**config.mk**
```make
export PLATFORM = sky130hd
export DESIGN_NAME = cci_top
export DESIGN_NICKNAME = d
export VERILOG_FILES = /design/src/hw/cci_pkg.sv /design/src/hw/cci_stream_if.sv /design/src/hw/cci_top.sv /design/src/hw/cci_fifo.sv
export SDC_FILE = /design/constraint.sdc
export NUM_CORES = 2
export LEC_CHECK = 0
export BUFFER_PORTS_ARGS = -buffer_cell sky130_fd_sc_hd__buf_2
export CELL_PAD_IN_SITES_DETAIL_PLACEMENT = 0
export CELL_PAD_IN_SITES_GLOBAL_PLACEMENT = 2
export CORE_UTILIZATION = 47
export CTS_BUF_LIST = sky130_fd_sc_hd__clkbuf_8 sky130_fd_sc_hd__clkbuf_16
export CTS_CLUSTER_DIAMETER = 30
export DETAILED_ROUTE_END_ITERATION = 10
export GPL_TIMING_DRIVEN = 1
export MAX_ROUTING_LAYER = met4
export PLACE_DENSITY_LB_ADDON = 0.15
export SETUP_SLACK_MARGIN = 0.2
export SLEW_MARGIN = 20
export SYNTH_ARGS = -nofsm -noshare
export SYNTH_HDL_FRONTEND = slang
export SYNTH_SLANG_ARGS = --single-unit
```
**constraint.sdc**
```tcl
create_clock -name mclk -period 18.8 [get_ports mclk]
set_input_delay 0.94 -clock mclk [delete_from_list [all_inputs] [get_ports mclk]]
set_output_delay 0.94 -clock mclk [all_outputs]
set_load 0.02 [all_outputs]
```
**src/hw/cci_pkg.sv**
```systemverilog
// What this block does
// - Each sample product is offset by one, giving counts 2, 1 or 0.
// - Each multiplier adds one, adds two or holds on every sample.
// - Stage one counts ones; stage two counts twos plus stage-one carry, synchronously.
// - Stage two carry steps a four-bit counter whose top bit steps another.
// - Top bit and next-to-top bit of each multiplier go through two selectors.
// - Selector index equals the integrator memory address at all times.
// - Blanking or dump holds the first two stages of every multiplier at zero.
// - In dump, after capture, the later multiplier stages are cleared to zero.
// - Sample data buffers are never reset by blanking or dump.
// - Six integrator units, each for fourteen multipliers, seven-bit results.
// - Selected bit is registered once per integrator cycle, true and inverted used.
// - Integrator cycle is 180 ns: 120 ns read then 60 ns write.
// - Fourteen of sixteen addresses are swept, faster than the 2.56 us hold.
// - Count gains one only when old stored bit is one and new bit zero.
// - Write back to the same entry, low bit set to the present input.
// - The accumulated multiplier lags the selected one by exactly one address.
// - The sweep runs on through blanking; results stay constant.
// - In dump, results go to a shared bus chosen by unit and card selects.
// - After transfer, still in dump, memories are cleared while sweeping on.
// - The bit synchroniser has no reset; zeros flow in after multipliers clear.
// Purpose: constants shared by the correlator count integrator.
// Assumes: one 200 MHz clock; sample strobe marks each sample.
// Notes:   none.
package cci_pkg;
    // ------------------------------------------------------------
    // Sizes
    // ------------------------------------------------------------
    localparam int UNITS_DEF  = 6;
    localparam int MULTS_DEF  = 14;
    localparam int RAM_DEPTH  = 16;
    localparam int ADDR_W     = 4;
    localparam int ENTRY_W    = 7;
    localparam int LOW_W      = 2;
    localparam int HIGH_W     = 8;
    localparam int PHASE_W    = 6;
    localparam int FIFO_DEPTH = 16;
    localparam int WORD_ENTRY_LSB = 0;
    localparam int WORD_SECOND_TOP_BIT_POS  = 7;
    localparam int WORD_ADDR_LSB  = 8;
    localparam int WORD_W         = 12;
    // ------------------------------------------------------------
    // Timing
    // ------------------------------------------------------------
    localparam int CLK_MHZ      = 200;
    localparam int INT_CYCLE_NS = 180;
    localparam int READ_NS      = 120;
    localparam int WRITE_NS     = 60;
    localparam int HOLD_NS      = 2560;
    localparam int CYCLE_CLKS   = INT_CYCLE_NS * CLK_MHZ / 1000;
    localparam int READ_CLKS    = (READ_NS * CLK_MHZ + 999) / 1000;
    localparam int WRITE_CLKS   = CYCLE_CLKS - READ_CLKS;
    localparam logic [PHASE_W-1:0] PHASE_LAST  = PHASE_W'(CYCLE_CLKS - 1);
    localparam logic [PHASE_W-1:0] PHASE_LATCH = PHASE_W'(READ_CLKS - 1);
    // ------------------------------------------------------------
    // Reset values and codes
    // ------------------------------------------------------------
    localparam logic [PHASE_W-1:0] PHASE_RST = 6'h00;
    localparam logic [ADDR_W-1:0]  ADDR_RST  = 4'h0;
    localparam logic [1:0] SMP_ZERO  = 2'h0;
    localparam logic [1:0] SMP_PLUS  = 2'h1;
    localparam logic [1:0] SMP_MINUS = 2'h3;

    // Offset product: same signs give 2, a zero gives 1, opposite signs give 0.
    function automatic logic [1:0] cci_offset_product(input logic [1:0] a,
                                                      input logic [1:0] b);
        if (a == SMP_ZERO || b == SMP_ZERO || a == 2'h2 || b == 2'h2) begin
            return 2'h1;
        end
        return (a == b) ? 2'h2 : 2'h0;
    endfunction
endpackage

```
**src/hw/cci_stream_if.sv**
```systemverilog
// Purpose: valid/ready word channel between the block's own modules.
// Assumes: both ends on mclk.
// Notes:   a word moves on a cycle with valid and ready both high.
`timescale 1ns/1ps
interface cci_stream_if #(parameter int WIDTH = 12);
    logic             valid;
    logic             ready;
    logic [WIDTH-1:0] data;
    modport src (output valid, output data, input ready);
    modport snk (input valid, input data, output ready);
endinterface

```
**src/hw/cci_top.sv**
```systemverilog
// Purpose: multiplier counters of N_UNITS integrator units on one card and their fast integrators.
// Assumes: samples and strobe come from logic on mclk; controls are asynchronous.
// Notes:   integrator entries are not reset; the dump clear empties them.
`timescale 1ns/1ps
module cci_top #(
    parameter int N_UNITS = cci_pkg::UNITS_DEF,
    parameter int N_MULT  = cci_pkg::MULTS_DEF
) (
    input  wire logic                             mclk,
    input  wire logic                             srst,
    input  wire logic                             sample_strobe,
    input  wire logic [N_UNITS*N_MULT*2-1:0]      sample_a,
    input  wire logic [N_UNITS*N_MULT*2-1:0]      sample_b,
    input  wire logic                             blanking_interval,
    input  wire logic                             dump_interval,
    input  wire logic                             results_captured,
    input  wire logic                             mem_clear,
    input  wire logic                             integrator_select_0,
    input  wire logic                             integrator_select_1,
    input  wire logic                             integrator_select_2,
    input  wire logic                             card_select_line,
    input  wire logic                             result_ready,
    output logic                                  result_valid,
    output logic [cci_pkg::WORD_W-1:0]            result_data,
    output logic                                  result_bus_oe,
    output logic [cci_pkg::ADDR_W-1:0]            sweep_addr
);
    import cci_pkg::*;

    if (N_MULT > RAM_DEPTH || N_UNITS > 8 || N_UNITS < 1
        || N_MULT * INT_CYCLE_NS >= HOLD_NS) begin : g_check
        $error("cci_top: unit or multiplier count cannot be served");
    end

    if ((1 << ADDR_W) < RAM_DEPTH || CYCLE_CLKS > (1 << PHASE_W)
        || READ_CLKS >= CYCLE_CLKS) begin : g_timing_check
        $error("cci_top: sweep timing does not fit its counters");
    end

    // ------------------------------------------------------------
    // Control synchronisers
    // ------------------------------------------------------------
    logic [7:0] ctl_meta_reg;
    logic [7:0] ctl_reg;
    logic       blank_s;
    logic       dump_s;
    logic       capt_s;
    logic       clr_s;
    logic       card_s;
    logic [2:0] sel_s;

    always_ff @(posedge mclk) begin
        if (srst) begin
            ctl_meta_reg <= 8'h00;
            ctl_reg      <= 8'h00;
        end else begin
            ctl_meta_reg <= {blanking_interval, dump_interval, results_captured, mem_clear,
                             card_select_line, integrator_select_2, integrator_select_1,
                             integrator_select_0};
            ctl_reg      <= ctl_meta_reg;
        end
    end
    assign {blank_s, dump_s, capt_s, clr_s, card_s, sel_s} = ctl_reg;

    // ------------------------------------------------------------
    // Multiplier counters
    // ------------------------------------------------------------
    logic [N_UNITS*N_MULT*2-1:0] buf_a_reg;
    logic [N_UNITS*N_MULT*2-1:0] buf_b_reg;
    logic                        strobe_reg;
    logic [LOW_W-1:0]  low_reg   [N_UNITS][N_MULT];
    logic [LOW_W-1:0]  low_next  [N_UNITS][N_MULT];
    logic [HIGH_W-1:0] high_reg  [N_UNITS][N_MULT];
    logic [HIGH_W-1:0] high_next [N_UNITS][N_MULT];
    logic              freeze;

    assign freeze = blank_s | dump_s;

    // Data buffers keep running so fresh samples are ready when a freeze ends.
    always_ff @(posedge mclk) begin
        buf_a_reg <= sample_a;
        buf_b_reg <= sample_b;
    end

    always_comb begin
        logic [2:0] sum;
        sum = 3'h0;
        for (int u = 0; u < N_UNITS; u++) begin
            for (int m = 0; m < N_MULT; m++) begin
                low_next[u][m]  = low_reg[u][m];
                high_next[u][m] = high_reg[u][m];
                sum = {1'b0, low_reg[u][m]}
                    + {1'b0, cci_offset_product(buf_a_reg[(u*N_MULT+m)*2 +: 2],
                                                buf_b_reg[(u*N_MULT+m)*2 +: 2])};
                if (freeze) begin
                    low_next[u][m] = '0;
                end else if (strobe_reg) begin
                    low_next[u][m] = sum[1:0];
                    if (sum[2]) begin
                        high_next[u][m] = high_reg[u][m] + 8'h01;
                    end
                end
                if (dump_s && capt_s) begin
                    high_next[u][m] = '0;
                end
            end
        end
    end

    always_ff @(posedge mclk) begin
        if (srst) begin
            strobe_reg <= 1'b0;
            for (int u = 0; u < N_UNITS; u++) begin
                for (int m = 0; m < N_MULT; m++) begin
                    low_reg[u][m]  <= '0;
                    high_reg[u][m] <= '0;
                end
            end
        end else begin
            strobe_reg <= sample_strobe;
            low_reg    <= low_next;
            high_reg   <= high_next;
        end
    end

    // ------------------------------------------------------------
    // Fast integrator sweep
    // ------------------------------------------------------------
    logic [PHASE_W-1:0] phase_reg;
    logic [PHASE_W-1:0] phase_next;
    logic [ADDR_W-1:0]  addr_reg;
    logic [ADDR_W-1:0]  addr_next;
    logic [ENTRY_W-1:0] latch_reg [N_UNITS];
    logic [ENTRY_W-1:0] latch_next[N_UNITS];
    logic [N_UNITS-1:0] sync_reg;
    logic [N_UNITS-1:0] sync_next;
    logic [N_UNITS-1:0] second_top_bit_reg;
    logic [N_UNITS-1:0] second_top_bit_next;
    logic [ENTRY_W-1:0] mem_reg   [N_UNITS][RAM_DEPTH];
    logic [ENTRY_W-1:0] wr_data   [N_UNITS];
    logic               wr_en;
    logic               cycle_end;
    logic               push_req;
    logic               stall;
    logic               oe_next;
    logic [ADDR_W-1:0]  addr_out_next;

    cci_stream_if #(.WIDTH(WORD_W)) push_if ();
    cci_stream_if #(.WIDTH(WORD_W)) pop_if ();

    assign cycle_end = (phase_reg == PHASE_LAST);
    assign push_req  = dump_s & card_s & (int'(sel_s) < N_UNITS);
    // A full queue holds the sweep rather than losing a dumped word.
    assign stall     = cycle_end & push_req & ~push_if.ready;
    assign wr_en     = cycle_end & ~stall;

    assign push_if.valid = cycle_end & push_req;
    assign push_if.data  = {addr_reg, second_top_bit_reg[sel_s], latch_reg[sel_s]};
    assign pop_if.ready  = result_ready;

    always_comb begin
        phase_next = stall ? phase_reg : (cycle_end ? PHASE_RST : phase_reg + 6'h01);
        addr_next  = addr_reg;
        if (wr_en) begin
            addr_next = (addr_reg == ADDR_W'(N_MULT - 1)) ? ADDR_RST : addr_reg + 4'h1;
        end
        addr_out_next = addr_next;
        oe_next       = dump_s & card_s;
        sync_next     = sync_reg;
        second_top_bit_next     = second_top_bit_reg;
        for (int u = 0; u < N_UNITS; u++) begin
            latch_next[u] = latch_reg[u];
            if (phase_reg == PHASE_LATCH) begin
                latch_next[u] = mem_reg[u][addr_reg];
            end
            // Carry from old bit one and inverted present bit one, i.e. a falling edge.
            wr_data[u] = {latch_reg[u][ENTRY_W-1:1]
                          + 6'(latch_reg[u][0] & ~sync_reg[u]), sync_reg[u]};
            if (clr_s) begin
                wr_data[u] = '0;
            end
            if (wr_en) begin
                sync_next[u] = high_reg[u][addr_reg][HIGH_W-1];
                second_top_bit_next[u] = high_reg[u][addr_reg][HIGH_W-2];
            end
        end
    end

    // Synchroniser and latch carry no reset; cleared multipliers and a cleared memory feed them zeros.
    always_ff @(posedge mclk) begin
        sync_reg   <= sync_next;
        second_top_bit_reg   <= second_top_bit_next;
        latch_reg  <= latch_next;
        if (wr_en) begin
            for (int u = 0; u < N_UNITS; u++) begin
                mem_reg[u][addr_reg] <= wr_data[u];
            end
        end
    end

    always_ff @(posedge mclk) begin
        if (srst) begin
            phase_reg     <= PHASE_RST;
            addr_reg      <= ADDR_RST;
            sweep_addr    <= ADDR_RST;
            result_bus_oe <= 1'b0;
        end else begin
            phase_reg     <= phase_next;
            addr_reg      <= addr_next;
            sweep_addr    <= addr_out_next;
            result_bus_oe <= oe_next;
        end
    end

    cci_fifo #(.WIDTH(WORD_W), .DEPTH(FIFO_DEPTH)) u_fifo (
        .mclk   (mclk),
        .srst   (srst),
        .in_if  (push_if),
        .out_if (pop_if)
    );
    assign result_valid = pop_if.valid;
    assign result_data  = pop_if.data;

    logic low_any;
    logic high_any;
    always_comb begin
        low_any  = 1'b0;
        high_any = 1'b0;
        for (int u = 0; u < N_UNITS; u++) begin
            for (int m = 0; m < N_MULT; m++) begin
                low_any  = low_any | (|low_reg[u][m]);
                high_any = high_any | (|high_reg[u][m]);
            end
        end
    end
endmodule

```
**src/hw/cci_fifo.sv**
```systemverilog
// Purpose: shift-register FIFO whose head and flags come from flip-flops.
// Assumes: single clock, synchronous reset.
// Notes:   head is always entry zero, so the output needs no read mux.
`timescale 1ns/1ps
module cci_fifo #(
    parameter int WIDTH = 12,
    parameter int DEPTH = 16
) (
    input  wire logic    mclk,
    input  wire logic    srst,
    cci_stream_if.snk    in_if,
    cci_stream_if.src    out_if
);
    import cci_pkg::*;
    localparam int CW = $clog2(DEPTH + 1);

    if (DEPTH < 2 || WIDTH < 1) begin : g_check
        $error("cci_fifo: depth must be at least two");
    end

    logic [WIDTH-1:0] mem_reg  [DEPTH];
    logic [WIDTH-1:0] mem_next [DEPTH];
    logic [CW-1:0]    count_reg;
    logic [CW-1:0]    count_next;
    logic             valid_reg;
    logic             valid_next;
    logic             full_reg;
    logic             full_next;
    logic             push;
    logic             pop;

    assign push         = in_if.valid & ~full_reg;
    assign pop          = out_if.ready & valid_reg;
    assign in_if.ready  = ~full_reg;
    assign out_if.valid = valid_reg;
    assign out_if.data  = mem_reg[0];

    always_comb begin
        logic [CW-1:0] wr_idx;
        wr_idx = count_reg - CW'(pop);
        for (int i = 0; i < DEPTH; i++) begin
            mem_next[i] = mem_reg[i];
            if (pop && i < DEPTH - 1) begin
                mem_next[i] = mem_reg[i+1];
            end
            if (push && CW'(i) == wr_idx) begin
                mem_next[i] = in_if.data;
            end
        end
        count_next = count_reg + CW'(push) - CW'(pop);
        valid_next = (count_next != '0);
        full_next  = (count_next == CW'(DEPTH));
    end

    always_ff @(posedge mclk) begin
        mem_reg <= mem_next;
        if (srst) begin
            count_reg <= '0;
            valid_reg <= 1'b0;
            full_reg  <= 1'b0;
        end else begin
            count_reg <= count_next;
            valid_reg <= valid_next;
            full_reg  <= full_next;
        end
    end
endmodule

```
**Word level (Yosys, flattened, before mapping)**

Memory sizes are Yosys's and may differ from the RTL's.
Index checks and enable logic that the tools add are counted.

- Memory bits (writable): 672
- Bits in registers: 1457
- Memories kept: 1
- Input port bits: 348

Memories:

| memory | words | width | read ports | clocked after memory_dff | wr ports | RTL line | RTL |
|---|---|---|---|---|---|---|---|
| mem_reg | 6 | 112 | 6 | 0 | 6 | cci_top.sv:139 | `logic [ENTRY_W-1:0] mem_reg [N_UNITS][RAM_DEPTH];` |

- Add/sub/neg operators: 179
- Magnitude comparators: 5
- Muxes and demuxes: 419
- Bitwise operators: 25
- Equal/unequal tests: 271
- Reductions and logical operators: 541

Operators by type and width:

| cell | count |
|---|---|
| $add A8 B1 Y8 const B | 84 |
| $mux W2 | 252 |
| $mux W12 | 30 |
| $eq A2 B2 Y1 const B | 168 |
| $logic_not A2 Y1 | 168 |
| $add A2 B2 Y3 | 84 |
| $logic_or A1 B1 Y1 | 252 |
| $reduce_and A3 Y1 | 84 |
| $bmux W8 S4 | 6 |
| $bmux W7 S4 | 6 |
| $eq A2 B2 Y1 | 84 |
| $mux W7 | 21 |
| $mux W112 | 1 |
| $mux W8 | 12 |
| $mux W1 | 86 |
| $eq A4 B5 Y1 const A | 8 |
| $add A6 B6 Y6 | 6 |
| $and A1 B6 Y6 | 6 |
| $not A1 Y6 | 6 |
| $reduce_bool A2 Y1 | 15 |
| $demux W7 S4 | 1 |
| $bmux W7 S3 | 1 |
| $eq A3 B5 Y1 const A | 4 |
| $logic_and A1 B1 Y1 | 18 |
| other kinds (26) | 37 |

**Logic depth before layout (Yosys ltp)**

- Word-level depth: 8
- Depth in mapped cells: 12
- Gate-level depth less buffers: 10

**Cells and area by module**

Synthesis repeated with hierarchy kept, for this count alone.

- Cell total of the unflattened synthesis: 6807
- Area total of the unflattened synthesis: 87234.9 µm²

By module, submodules not included:

| module | cells an instance | area an instance (µm²) | seq. area each (µm²) | times used |
|---|---|---|---|---|
| cci_top | 6291 | 78009.8 | 45904.0 | 1 |
| cci_fifo | 516 | 9225.1 | 5905.7 | 1 |

**Worst setup path after synthesis**

Ideal clock, no wire load.

- Path type: reg2reg
- Start point: register phase_reg[0]
- End point: memory mem_reg[0][42] (netlist name) (enable)
- Required time: 18254 ps
- Path slack: 12888 ps
- Arrival: 5366 ps
- Cell stages (with the launch flop): 7
- Path through: dfxtp_1 > ha_1 > and2b_1 > and3_1 > clkbuf_1 > nand2_1 > nor4_1

RTL lines:

| item | RTL line | RTL |
|---|---|---|
| start, declared | cci_top.sv:129 | `logic [PHASE_W-1:0] phase_reg;` |
| start signal, assigned | cci_top.sv:208 | `phase_reg <= phase_next;` |
| end, declared | cci_top.sv:139 |  |

**Worst setup path after layout**

- Start point: register ctl_reg[6]
- End point: register high_reg[485] (netlist name)

- Word-level cells in the longest chain between the ends: 3
- Elaborated cells on any way between the ends: 5
- Those cells by class: bitwise (2); reduce/logical (3)

Ends and longest elaborated chain:

| item | RTL line | RTL |
|---|---|---|
| start, declared | cci_top.sv:44 | `logic [7:0] ctl_reg;` |
| start signal, assigned | cci_top.sv:60 | `ctl_reg <= ctl_meta_reg;` |
| $or A1 B1 Y1 | cci_top.sv:77 | `assign freeze = blank_s \| dump_s;` |
| $not A1 Y1 (no source line) | -- |  |
| $reduce_and A3 Y1 (no source line) | -- |  |
| end signal, assigned | cci_top.sv:122 | `high_reg <= high_next;` |
| end, declared | cci_top.sv:73 | `logic [HIGH_W-1:0] high_reg [N_UNITS][N_MULT];` |

Parallel ways exist; a longest one is shown, timed or not.
A chain may end at the register's enable or synchronous reset.

==> summary.md <==
| Metric | Value |
|---|---|
| Status | finished clean |
| Wire length of the first global-routing pass | about 300 mm |
| Syn Std Cell Area | 0.08679 mm2 |
| Top cell type by total area after synthesis | edfxtp_1 |
| Via count | 52740 |
| Setup repair bufs after CTS | 0 |
| Pwr Total | 13.76 mW |
| Cts repair resizes | 0 |
| Top-count cell post-synth | dfxtp_1 |
| Worst vdd ir | 88.49 uV |
| Synth Area per Inst | 13.00 um2 |
| Vias per cell | 5.216 |
| Final hold vios | 0 |
| Pwr dens | 128.2 mW/mm2 |
| Met2 GRT Util | 33.56% |
| Fill count | around 15000 |
| Std cell rows | roughly 160 |
| Final instance area | 0.1073 mm2 |
| Skew-Pair Late Insertion Delay | 0.97 ns |
| Global route total overflow | 0 |
| Reg clk slew, reported paths | ~0.05 ns |
| Final Max Slew Viols | 0 |
| Synth top cells by count | 1211 x dfxtp_1, 918 x edfxtp_1, 804 x nor2_1 |
| Grt met3 use | 4.254% |
| Slew HR | a little under a fifth |
| Root Driver | clkbuf_16 |
| TritonCTS clock tree | yes |
| Synth async-reset ratio | 0% |
| Area Growth Syn to Fin | 23.64% |
| 1st-iter DRT viols | 3606 |
| Final Net Count | 7965 |
| Core footprint | approximately 0.18 mm2 |
| Die height | 431.7 um |
| Routed Antenna Nets | 0 |
| Initial antenna violation count | 5 |
| Post-Route WL | 192.2 mm |
| Highest clock rate | 242.4 MHz |
| Hold slack | 0.07030 ns |
| Startpoint Class | flip-flop |
| Area share of the largest cell type after synthesis | 31.76% |
| Clock skew | 0.06737 ns |
| Clock buffer depth | 4 |
| Top FF cell, synth | dfxtp_1 |
| Register area share after synthesis | 59.69% |
| RePlAce Congestion | 0.7557 |
| Synthesis-stage register bit count | 2129 |
| Cts bufs inserted | 468 |
| Sink Count | 2129 |
| Sequential cell area | just over 0.05 mm2 |
| I/O pin cnt | 366 |
| Min cycle time layout | 4.125 ns |
| Critical Path AT | slightly below 5 ns |
| Router iterations before antenna repair | 5 |
| RSZ-0062 raised after global routing | false |
| GRT Util Overall | 21.38% |
| Multi-input logic area | approximately 0.033 mm2 |
| Die width | 431.7 um |
| DP Wirelength | 109.3 mm |
| WP data required | 19.58 ns |
| Slew @ Worst Pin | 1.225 ns |
| Global route hottest layer | met2 |
| DRC errors left | 0 |
| M1 GR Usage | between 20% and 30% |
| Sum Neg Setup Slack | 0 ns |
| Yosys cell types | 60 |
| Setup CP Type | reg -> reg |
| Initial Util | 47.36% |
| Critical Path End Type | flip-flop |
| Largest net degree at the start of global routing | 210 |
| Worst hold-check path type | in -> reg |
| WL per Instance | 19.02 um |
| Number of global-route vias before repair | 53780 |
| Tcrit/Tclk final | 21.94% |
| Post-synth EDFFs | 918 |
| Main area contributors after synthesis | edfxtp_1 32%, dfxtp_1 28%, mux4_2 6.6% |
| Clock H-tree levels | 5 |
| Share of cells above drive strength 1 | 22.47% |
| Synth warn | 0 |
| Port buffer count | 365 |
| Syn Nets | 7383 |
| Total of max-cap violations | 0 |
| Setup-failing EPs final | 0 |
| Cells after synthesis | between 6000 and 7000 |
| Die ar. | between 0.15 and 0.2 mm2 |
| Leak | 38.37 nW |
| Crit path max fanout | 76 |
| DP Area | between 0.09 and 0.1 mm2 |
| Cts hold-fix bufs | 0 |
[layout make-up]
class,instances,share of cell area [%]
diodes,5,0.01166
clock buffers,516,11.62
clock inverters,336,3.563
inverters,272,0.9515
multi-input cells,3961,30.49
flip-flops and latches,2129,48.31
well taps,2464,2.873
repair buffers,427,2.178
[logic make-up after synthesis]
logic type | after synthesis | share of synthesized area, %
simple gates | 2062 | 11.98
fa+ha+maj | 358 | 5.896
flops | 2129 | 59.69
mux | 526 | 10.30
compound gates | 309 | 2.193
buf+inv | 587 | 2.811
xor+xnor | 706 | 7.124
[worst max-delay path, stage by stage (launching register included)]
cell	delay, ns
dfxtp_4	0.62
buf_4	0.71
or3b_4	0.59
buf_4	0.68
buf_4	0.80
nor4_1	0.15
xnor2_1	0.20
nor2_1	0.06
[stage by stage]
step                utilization, %  setup slack, ns  instances
CTS                          58.53            14.64      10110
finish                       58.55            14.67      10110
detailed placement           49.64            13.84       9253
floorplan                        -            12.89       6677
global route                 58.55            14.37      10110
global placement             49.64            13.82       9253
[worst paths after layout]
path / endpoint / slack, ns / cells past startpoint / startpoint
worst max register to register: high_reg[485] / 14.67 / 7 / ctl_reg[6]
worst min-delay path: buf_a_reg[3] / 0.07 / 1 / sample_a[3]
worst min register to register: ctl_reg[2] / 0.43 / 1 / ctl_meta_reg[2]
worst max-delay path: high_reg[485] / 14.67 / 7 / ctl_reg[6]
[power by group]
| group | internal [mW] | total (mW) | switching (mW) |
|---|---|---|---|
| clock network | 5.70 | 8.26 | 2.56 |
| logic | 0.185 | 0.469 | 0.284 |
| registers | 4.97 | 5.03 | 0.0569 |
[cell usage in the layout (no fill, tap or decap), types with 257 or more instances in the layout]
master     synthesis  final
dfxtp_1         1211   1203
edfxtp_1         918    918
nor2_1           804    793
clkbuf_16          0    477
buf_2             36    365
xor2_1           354    354
xnor2_1          352    352
inv_1            272    311
nand2_1          280    279
ha_1             273    273
nand4_1          257    257
[metal layers]
| layer | vias up | routed length, um | part of all wire, % |
|---|---|---|---|
| li1 | 25360 | - | - |
| met1 | 25700 | 85350 | 44 |
| met2 | 1263 | 90530 | 47 |
| met3 | 416 | 10910 | 5.7 |
| met4 | 0 | 5456 | 2.8 |
| met5 | - | 0 | 0 |
Power figures use the tool's default switching activity.
